===== config.mk =====
export PLATFORM = sky130hd
export DESIGN_NAME = status_indicator_driver
export DESIGN_NICKNAME = d
export VERILOG_FILES = /design/src/design/status_indicator_pkg.sv /design/src/design/status_indicator_driver.sv
export VERILOG_INCLUDE_DIRS = /design/src /design/src/design
export SDC_FILE = /design/constraint.sdc
export NUM_CORES = 1
export LEC_CHECK = 0
export ABC_AREA = 1
export BUFFER_PORTS_ARGS = -buffer_cell sky130_fd_sc_hd__buf_4
export CAP_MARGIN = 5
export CORE_UTILIZATION = 57
export DETAILED_ROUTE_END_ITERATION = 6
export PLACE_DENSITY = 0.86
export SLEW_MARGIN = 10
export SYNTH_ARGS = -nofsm -noshare
export SYNTH_HDL_FRONTEND = slang
export SYNTH_SLANG_ARGS = --single-unit
export TNS_END_PERCENT = 30

===== constraint.sdc =====
create_clock -name sys_clk -period 12.2 [get_ports sys_clk]
set_clock_uncertainty 0.05 [all_clocks]
set_input_delay 2.44 -clock sys_clk [delete_from_list [all_inputs] [get_ports sys_clk]]
set_output_delay 2.44 -clock sys_clk [all_outputs]
set_load 0.02 [all_outputs]

===== src/design/status_indicator_defines.svh =====
// Constants for the receiver indicator driver
// Assumes inclusion by the package and the driver module
`ifndef STATUS_INDICATOR_DEFINES_SVH
`define STATUS_INDICATOR_DEFINES_SVH

// AXI4-Lite register byte offsets
`define REG_MODE_OFFSET 12'h000
`define REG_STATUS_OFFSET 12'h004
`define REG_IRQ_STATUS_OFFSET 12'h008
`define REG_IRQ_MASK_OFFSET 12'h00c

// Mode register reset value (factory mode)
`define MODE_RESET 3'h0

// Interrupt event bit positions
`define IRQ_BIT_LOCKOUT 0
`define IRQ_BIT_FAULT 1
`define IRQ_BIT_OUTPUT_OFF 2
`define IRQ_BIT_MODE_WRITE 3
`define IRQ_WIDTH 4

// Blink half period in milliseconds and clock rate
`define BLINK_HALF_MS 250
`define CLOCK_HZ 125000000

// AXI responses
`define RESP_OKAY 2'h0
`define RESP_SLVERR 2'h2

`endif


===== src/design/status_indicator_pkg.sv =====
// Types for the receiver indicator driver
// Assumes the defines header is on the include path
`include "status_indicator_defines.svh"

package status_indicator_pkg;

    // Lamp colour for two-colour lamps
    typedef enum logic [1:0] {
        lamp_off_type_v = 2'b00,
        lamp_green_v = 2'b01,
        lamp_red_v = 2'b10,
        lamp_orange_v = 2'b11
    } lamp_colour_type;

    // Sensor core status inputs
    typedef struct packed {
        logic safety_output_pair;
        logic top_block_light;
        logic top_end_light;
        logic bottom_block_light;
        logic bottom_end_light;
        logic stable_light;
        logic unstable_light;
        logic internal_fault;
        logic lockout;
        logic sourcing_polarity;
        logic sinking_polarity;
        logic controller_connected;
        logic blanking_enabled;
        logic interlock_active;
        logic mute_in_a;
        logic mute_in_b;
        logic mpi_input;
        logic muting_active;
    } core_status_type;

    // Lamp drive outputs, two bits per two-colour lamp and one bit per single lamp
    typedef struct packed {
        lamp_colour_type top_alignment;
        lamp_colour_type bottom_alignment;
        lamp_colour_type safety_output;
        lamp_colour_type light_stability_lamp;
        lamp_colour_type multi_purpose;
        logic fault_lamp;
        logic error_display_enable;
        logic sourcing_lamp;
        logic sinking_lamp;
        logic function_lamp;
        logic interlock_lamp;
        logic mute_in_a_lamp;
        logic mute_in_b_lamp;
    } lamp_drive_type;

endpackage


===== src/design/status_indicator_driver.sv =====
// Receiver lamp driver with an AXI4-Lite register slave
// Assumes status inputs are asynchronous to sys_clk
`timescale 1ns/1ns
`default_nettype none
`include "status_indicator_defines.svh"

module status_indicator_driver #(
    parameter int blink_half_cycles = (`BLINK_HALF_MS * (`CLOCK_HZ / 1000))
) (
    input wire logic sys_clk,
    input wire logic rst,
    input wire status_indicator_pkg::core_status_type core_status,
    input wire logic [11:0] s_axi_awaddr,
    input wire logic s_axi_awvalid,
    output logic s_axi_awready,
    input wire logic [31:0] s_axi_wdata,
    input wire logic [3:0] s_axi_wstrb,
    input wire logic s_axi_wvalid,
    output logic s_axi_wready,
    output logic [1:0] s_axi_bresp,
    output logic s_axi_bvalid,
    input wire logic s_axi_bready,
    input wire logic [11:0] s_axi_araddr,
    input wire logic s_axi_arvalid,
    output logic s_axi_arready,
    output logic [31:0] s_axi_rdata,
    output logic [1:0] s_axi_rresp,
    output logic s_axi_rvalid,
    input wire logic s_axi_rready,
    output status_indicator_pkg::lamp_drive_type lamps,
    output logic irq
);
    import status_indicator_pkg::*;

    ////////////////////////////////////////////////////////////////////////
    // Input synchronisers

    core_status_type sync_a;
    core_status_type sync_b;

    always_ff @(posedge sys_clk or posedge rst) begin
        if (rst) begin
            sync_a <= '0;
            sync_b <= '0;
        end else begin
            sync_a <= core_status;
            sync_b <= sync_a;
        end
    end

    ////////////////////////////////////////////////////////////////////////
    // Shared blink generator

    logic [31:0] blink_count;
    logic blink;

    always_ff @(posedge sys_clk or posedge rst) begin
        if (rst) begin
            blink_count <= 32'h0;
            blink <= 1'b0;
        end else if (blink_count >= 32'(blink_half_cycles - 1)) begin
            blink_count <= 32'h0;
            blink <= ~blink;
        end else begin
            blink_count <= blink_count + 32'h1;
        end
    end

    ////////////////////////////////////////////////////////////////////////
    // Register slave

    logic [2:0] mode;
    logic [`IRQ_WIDTH-1:0] irq_status;
    logic [`IRQ_WIDTH-1:0] irq_mask;
    logic aw_held;
    logic w_held;
    logic [11:0] aw_addr;
    logic [31:0] w_data;
    logic [3:0] w_strb;
    logic do_write;
    logic [`IRQ_WIDTH-1:0] irq_clear;
    logic [`IRQ_WIDTH-1:0] irq_event;
    logic mode_written;

    assign do_write = aw_held && w_held && !s_axi_bvalid;

    always_ff @(posedge sys_clk or posedge rst) begin
        if (rst) begin
            aw_held <= 1'b0;
            w_held <= 1'b0;
            aw_addr <= 12'h0;
            w_data <= 32'h0;
            w_strb <= 4'h0;
            s_axi_awready <= 1'b0;
            s_axi_wready <= 1'b0;
            s_axi_bvalid <= 1'b0;
            s_axi_bresp <= `RESP_OKAY;
        end else begin
            s_axi_awready <= !aw_held && !s_axi_awready && s_axi_awvalid;
            s_axi_wready <= !w_held && !s_axi_wready && s_axi_wvalid;
            if (s_axi_awvalid && s_axi_awready) begin
                aw_held <= 1'b1;
                aw_addr <= s_axi_awaddr;
            end
            if (s_axi_wvalid && s_axi_wready) begin
                w_held <= 1'b1;
                w_data <= s_axi_wdata;
                w_strb <= s_axi_wstrb;
            end
            if (do_write) begin
                aw_held <= 1'b0;
                w_held <= 1'b0;
                s_axi_bvalid <= 1'b1;
                case (aw_addr)
                    `REG_MODE_OFFSET, `REG_IRQ_STATUS_OFFSET, `REG_IRQ_MASK_OFFSET: begin
                        s_axi_bresp <= `RESP_OKAY;
                    end
                    default: begin
                        s_axi_bresp <= `RESP_SLVERR;
                    end
                endcase
            end else if (s_axi_bvalid && s_axi_bready) begin
                s_axi_bvalid <= 1'b0;
            end
        end
    end

    assign mode_written = do_write && aw_addr == `REG_MODE_OFFSET && w_strb[0];
    assign irq_clear = (do_write && aw_addr == `REG_IRQ_STATUS_OFFSET && w_strb[0])
        ? w_data[`IRQ_WIDTH-1:0] : '0;

    always_ff @(posedge sys_clk or posedge rst) begin
        if (rst) begin
            mode <= `MODE_RESET;
        end else if (mode_written) begin
            mode <= w_data[2:0];
        end
    end

    always_ff @(posedge sys_clk or posedge rst) begin
        if (rst) begin
            irq_mask <= '0;
        end else if (do_write && aw_addr == `REG_IRQ_MASK_OFFSET && w_strb[0]) begin
            irq_mask <= w_data[`IRQ_WIDTH-1:0];
        end
    end

    // Read channel
    always_ff @(posedge sys_clk or posedge rst) begin
        if (rst) begin
            s_axi_arready <= 1'b0;
            s_axi_rvalid <= 1'b0;
            s_axi_rdata <= 32'h0;
            s_axi_rresp <= `RESP_OKAY;
        end else begin
            s_axi_arready <= !s_axi_rvalid && !s_axi_arready && s_axi_arvalid;
            if (s_axi_arvalid && s_axi_arready) begin
                s_axi_rvalid <= 1'b1;
                s_axi_rresp <= `RESP_OKAY;
                case (s_axi_araddr)
                    `REG_MODE_OFFSET: s_axi_rdata <= {29'h0, mode};
                    `REG_STATUS_OFFSET: s_axi_rdata <= {14'h0, sync_b};
                    `REG_IRQ_STATUS_OFFSET: s_axi_rdata <= {28'h0, irq_status};
                    `REG_IRQ_MASK_OFFSET: s_axi_rdata <= {28'h0, irq_mask};
                    default: begin
                        s_axi_rdata <= 32'h0;
                        s_axi_rresp <= `RESP_SLVERR;
                    end
                endcase
            end else if (s_axi_rvalid && s_axi_rready) begin
                s_axi_rvalid <= 1'b0;
            end
        end
    end

    ////////////////////////////////////////////////////////////////////////
    // Interrupt events

    logic lockout_prev;
    logic fault_prev;
    logic output_prev;

    always_ff @(posedge sys_clk or posedge rst) begin
        if (rst) begin
            lockout_prev <= 1'b0;
            fault_prev <= 1'b0;
            output_prev <= 1'b0;
        end else begin
            lockout_prev <= sync_b.lockout;
            fault_prev <= sync_b.internal_fault;
            output_prev <= sync_b.safety_output_pair;
        end
    end

    assign irq_event[`IRQ_BIT_LOCKOUT] = sync_b.lockout && !lockout_prev;
    assign irq_event[`IRQ_BIT_FAULT] = sync_b.internal_fault && !fault_prev;
    assign irq_event[`IRQ_BIT_OUTPUT_OFF] = !sync_b.safety_output_pair && output_prev;
    assign irq_event[`IRQ_BIT_MODE_WRITE] = mode_written;

    // Set wins over clear
    always_ff @(posedge sys_clk or posedge rst) begin
        if (rst) begin
            irq_status <= '0;
            irq <= 1'b0;
        end else begin
            irq_status <= (irq_status & ~irq_clear) | irq_event;
            irq <= |(((irq_status & ~irq_clear) | irq_event) & irq_mask);
        end
    end

    ////////////////////////////////////////////////////////////////////////
    // Lamp decode

    lamp_colour_type mpi_on;
    lamp_colour_type mpi_off;

    // Multi-purpose lamp, colour for input active and inactive per mode
    always_comb begin
        mpi_on = lamp_off_type_v;
        mpi_off = lamp_off_type_v;
        case (mode)
            3'h0: begin mpi_on = lamp_red_v; mpi_off = lamp_green_v; end
            3'h1: begin mpi_on = blink ? lamp_red_v : lamp_off_type_v; mpi_off = blink ? lamp_green_v : lamp_off_type_v; end
            3'h2: begin mpi_on = lamp_red_v; mpi_off = blink ? lamp_green_v : lamp_off_type_v; end
            3'h3: begin mpi_on = blink ? lamp_red_v : lamp_off_type_v; mpi_off = lamp_green_v; end
            3'h4: begin mpi_on = lamp_red_v; mpi_off = blink ? lamp_red_v : lamp_off_type_v; end
            3'h5: begin mpi_on = blink ? lamp_green_v : lamp_off_type_v; mpi_off = lamp_green_v; end
            3'h6: begin
                mpi_on = sync_b.safety_output_pair ? lamp_green_v : lamp_red_v;
                mpi_off = mpi_on;
                if (sync_b.muting_active) begin
                    mpi_on = blink ? lamp_green_v : lamp_off_type_v;
                    mpi_off = mpi_on;
                end
            end
            default: begin
                mpi_on = lamp_red_v;
                mpi_off = blink ? lamp_red_v : lamp_off_type_v;
                if (sync_b.muting_active) begin
                    mpi_on = blink ? lamp_green_v : lamp_off_type_v;
                    mpi_off = mpi_on;
                end
            end
        endcase
    end

    always_ff @(posedge sys_clk or posedge rst) begin
        if (rst) begin
            lamps <= '0;
        end else begin
            if (sync_b.safety_output_pair) begin
                lamps.top_alignment <= lamp_green_v;
            end else if (sync_b.top_end_light) begin
                lamps.top_alignment <= blink ? lamp_red_v : lamp_off_type_v;
            end else if (sync_b.top_block_light) begin
                lamps.top_alignment <= lamp_red_v;
            end else begin
                lamps.top_alignment <= lamp_off_type_v;
            end
            if (sync_b.safety_output_pair) begin
                lamps.bottom_alignment <= lamp_green_v;
            end else if (sync_b.bottom_end_light) begin
                lamps.bottom_alignment <= blink ? lamp_red_v : lamp_off_type_v;
            end else if (sync_b.bottom_block_light) begin
                lamps.bottom_alignment <= lamp_red_v;
            end else begin
                lamps.bottom_alignment <= lamp_off_type_v;
            end
            lamps.safety_output <= sync_b.safety_output_pair ? lamp_green_v : lamp_red_v;
            if (sync_b.stable_light) begin
                lamps.light_stability_lamp <= lamp_green_v;
            end else if (sync_b.unstable_light) begin
                lamps.light_stability_lamp <= lamp_orange_v;
            end else begin
                lamps.light_stability_lamp <= lamp_off_type_v;
            end
            lamps.multi_purpose <= sync_b.mpi_input ? mpi_on : mpi_off;
            lamps.fault_lamp <= sync_b.internal_fault;
            lamps.error_display_enable <= sync_b.lockout;
            lamps.sourcing_lamp <= sync_b.sourcing_polarity;
            lamps.sinking_lamp <= sync_b.sinking_polarity;
            lamps.function_lamp <= sync_b.controller_connected ? blink : sync_b.blanking_enabled;
            lamps.interlock_lamp <= sync_b.interlock_active;
            lamps.mute_in_a_lamp <= sync_b.mute_in_a;
            lamps.mute_in_b_lamp <= sync_b.mute_in_b;
        end
    end
endmodule // status_indicator_driver
`default_nettype wire


# Word level (Yosys, flattened, before mapping)
# Cells that the tools add are included.
[totals]
in_bits = 85
output_inout_bits = 60
regBits = 160
[op_classes]
bitwise = 5
addsub = 1
eq_ne = 11
muxes = 31
order_cmp = 1
reduce_logical = 46
[op_table]
columns = ["op", "count"]
rows = [
  ["$pmux 18 s4", 1],
  ["$eq 12x4->1 const B", 4],
  ["$add 32x1->32 const B", 1],
  ["$ge 32x25->1 const B", 1],
  ["$mux 2", 16],
  ["$mux 32", 1],
  ["$logic_not 12->1", 2],
  ["$logic_and 1x1->1", 22],
  ["$pmux 2 s4", 2],
  ["$eq 12x3->1 const B", 1],
  ["$logic_not 1->1", 10],
  ["$mux 1", 10],
  ["$eq 3x3->1 const B", 3],
  ["$reduce_or 3->1", 3],
  ["$and 4x4->4", 2],
  ["$reduce_bool 2->1", 4],
  ["$reduce_or 4->1", 2],
  ["$eq 3x2->1 const B", 2],
  ["$mux 4", 1],
  ["$not 4->4", 1],
  ["$or 4x4->4", 1],
  ["$reduce_or 2->1", 2],
  ["$eq 3x1->1 const B", 1],
  ["$logic_not 3->1", 1],
  ["$not 1->1", 1],
]

# Depth between registers and ports, before layout
[depth]
word_depth = 10
mapped_depth = 11
mapped_depth_nobuf = 11

# Least setup slack after synthesis
# OpenSTA, ideal clock, no wires.
[synth_timing]
path_type = "input port to flip-flop"
start = "in s_axi_araddr[1]"
end = "reg s_axi_rdata[10]"
required_time_ps = 12084
cell_stages = 7
t_arrival_ps = 3382
n_path_buf = 2
setup_slack_ps = 8702
path_cell_list = "or2_1 buf_2 nor2_1 nand3_1 nor2_2 buf_6 a22o_1"
[synth_via]
elab_chain_len = 2
[synth_rtl]
columns = ["element", "line_no", "rtl"]
rows = [
  ["start, declared", "status_indicator_driver.sv:23", "input wire logic [11:0] s_axi_araddr,"],
  ["$eq 12x4->1, or another cell as far along", "status_indicator_driver.sv:160", "case (s_axi_araddr)"],
  ["$pmux 18 s4 (*)", "status_indicator_driver.sv:160", ""],
  ["end signal, assigned", "status_indicator_driver.sv:161", "`REG_MODE_OFFSET: s_axi_rdata <= {29'h0, mode};"],
  ["end signal, assigned", "status_indicator_driver.sv:162", "`REG_STATUS_OFFSET: s_axi_rdata <= {14'h0, sync_b};"],
  ["end signal, assigned", "status_indicator_driver.sv:163", "`REG_IRQ_STATUS_OFFSET: s_axi_rdata <= {28'h0, irq_status};"],
  ["end, declared", "status_indicator_driver.sv:26", "output logic [31:0] s_axi_rdata,"],
]
# Mark *: on every way between the ends. The rest lies on a longest branch, timed or not.
# A chain may end at the register's enable or synchronous reset.

# Worst setup path in the final report
[layout_timing]
start = "in s_axi_araddr[9]"
end = "reg s_axi_rdata[16]"
# The elaborated chain is that of the path after synthesis.

==> impl_metrics.py <==
metrics = {
    "status": {
        "status": "completed",
    },
    "sta": {
        "max_clock_freq_mhz": 267,
        "relSlewSlack": 0.279,
        "fin_setup_tns_ns": 0,
        "post-route-period-util": 0.307,
        "finalHoldViolations": 0,
        "holdWs_ns": 0.299,
        "maxSlewViolCount": 0,
        "finalSetupViolCount": 0,
        "tightestPinTransition_ns": 1.08,
        "timing.final.crit_period_ns": 3.75,
        "rsz0062_at_grt": "false",
    },
    "placed_design": {
        "placed_area_mm2": 0.00642,
        "place.gp.congestion": 0.882,
        "port_buffers": 97,
        "dp_hpwl_mm": 8.04,
    },
    "final_layout": {
        "drive_gt1_frac": 0.212,
        "area.growth.synth_to_final_pct": 23.5,
        "regArea_mm2": 0.00353,
        "final_nets": 766,
        "final_util": 0.742,
        "design_area_mm2": 0.00699,
        "layout_commonest_cell": "dfrtp_1",
        "diodes": 0,
        "fill_cells": 613,
        "multiInputGateArea_mm2": 0.00179,
        "final_cell_mix": "dfrtp_1 (141), nand2_1 (132), buf_4 (98)",
    },
    "clock_tree": {
        "cts_sinks": 141,
        "cts_made_buffers": 17,
        "clkSlewWorstSetupHoldPaths_ns": 0.06,
        "cts_setup_buffers": 0,
        "max-clock-path-buffers": 2,
        "clock_latency_ns": 0.53,
        "cts_tree": "built",
        "cts_resized": 0,
        "cts_root_buffer": "clkbuf_8",
        "htree_levels": 4,
        "cts_hold_buf": 0,
    },
    "yosys": {
        "synth_warnings": 0,
        "synth_ff_type": "dfrtp_1",
        "async_reset_ff_frac": 1.00,
        "synth.avg_cell_area_um2": 9.87,
        "synth.distinct_cells": 35,
        "synth_seq_cells": 141,
        "synth_cells": 573,
        "synth_edf_count": 0,
        "synth-seq-area-share": 0.624,
        "syn-cell-area_mm2": 0.00566,
    },
    "power": {
        "irDropWorstVdd_mv": 0.111,
        "cellPowerDensity_mw_per_mm2": 169,
        "power.leakage_nw": 3.38,
        "power_w": 0.00118,
    },
    "detailed_routing": {
        "routed_wl_mm": 12.7,
        "avgRoutedWirePerCell_um": 15.4,
        "viasPerCell": 5.38,
        "drt_first_pass_iters": 6,
        "vias": 4421,
        "drt-initial-drc-count": 336,
        "ant_nets": 0,
        "route.detailed.drc": 0,
    },
    "worst_setup_path": {
        "cp-start-kind": "primary input",
        "path_max_fanout": 15,
        "arrival_ns": 4.16,
        "crit_path_end_kind": "register",
        "cp.required_ns": 12.61,
        "critical_path_class": "primary input to register",
    },
    "floorplan": {
        "die-area_mm2": 0.0103,
        "start_util": 0.601,
        "fp-row-count": 35,
        "io_pins": 145,
        "core_area_mm2": 0.00942,
        "die_h_um": 102,
        "die_x_um": 102,
    },
    "flow_run": {
        "maxCapViolCount": 0,
    },
    "grt": {
        "grt_usage": 0.268,
        "grt_pass1_vias": 4331,
        "antenna_found_initial": 0,
        "grt_pass1_wl_mm": 20.7,
        "grt-ovfl-total": 0,
        "grt_max_degree": 93,
    },
    "hold_path": {
        "hold_path.class": "register to register",
    },
}
[cell families after synthesis]
logic type	after synthesis	synth area share
and+or+nand+nor	272	0.210
DFF	141	0.624
xor gates and xnor gates	15	0.0232
adders and majority gates	1	0.00221
buffers and inverters	84	0.0741
AOI/OAI and AO/OA	59	0.0659
other	1	0.000663
[path summary, 6_finish.rpt]
path | from | endpoint | slack [ns] | depth (start not counted)
setup / recovery | s_axi_araddr[9] | s_axi_rdata[16] | 8.45 | 7
hold / removal | sync_a[14] | sync_b[14] | 0.30 | 0
setup reg to reg | blink_count[0] | blink_count[20] | 10.22 | 9
hold reg to reg | sync_a[14] | sync_b[14] | 0.30 | 0
max in group asynchronous | rst | s_axi_rdata[3] | 8.79 | 3
min in group asynchronous | rst | aw_addr[7] | 1.88 | 2
[worst max-delay path, stage by stage]
cell and delay, ns:
buf_4 0.11, nor2_1 0.09, nand2_1 0.09, nor2_2 0.48, nand3_1 0.24, nor2_2 0.48, a22o_1 0.23
[synth_stat cells, types with 2 or more instances]
master	n	share of area
nand3_2	2	0.0035
nor3b_1	4	0.0053
nor3_2	3	0.0053
nor2_2	5	0.0055
a22o_1	13	0.020
o21ai_0	30	0.027
clkbuf_1	6	0.0040
o211ai_1	3	0.0040
xnor2_1	3	0.0046
a21oi_1	8	0.0071
buf_6	3	0.0060
inv_1	51	0.034
nor3_1	16	0.014
nand2_1	132	0.088
xor2_1	12	0.019
buf_2	2	0.0018
nor2_1	62	0.041
buf_4	21	0.028
nand4_1	9	0.010
dfrtp_1	141	0.62
nand3_1	33	0.029
[per-layer routing]
metal | routed length (um) | vias up | GRT usage
met5 | 0 | - | 0
met4 | 332 | 0 | 0.114
met3 | 911 | 39 | 0.0718
met1 | 4900 | 2137 | 0.316
li1 | - | 2023 | -
met2 | 6550 | 222 | 0.465
[cell type report]
class,instances,area share
Clock buffer,17,0.0593
Inverter,52,0.0287
Multi-Input combinational cell,370,0.257
Sequential cell,141,0.505
Timing Repair Buffer,98,0.105
Clock inverter,15,0.0220
Tap cell,129,0.0231
[flip-flops by register name (all words and copies together) (netlist names), 3 cells and up]
name and flops:
aw_addr 12, sync_a 18, s_axi_rdata 18, irq_mask 4, blink_count 32, irq_status 4
lamps 16, sync_b 18, w_data 4, mode 3
[where the power goes]
part / internal, W / switching, W / total (W)
logic: 0.0000493 / 0.0000846 / 0.000134
registers: 0.000517 / 0.0000339 / 0.000551
clock network: 0.000277 / 0.000215 / 0.000493
[metrics by stage]
| step | instances | setup slack (ns) |
|---|---|---|
| floorplan | 595 | 5.93 |
| global placement | 790 | 8.01 |
| detailed placement | 790 | 7.94 |
| CTS | 822 | 8.45 |
| global route | 822 | 8.26 |
| finish | 822 | 8.45 |
Power figures use the tool's default switching activity.
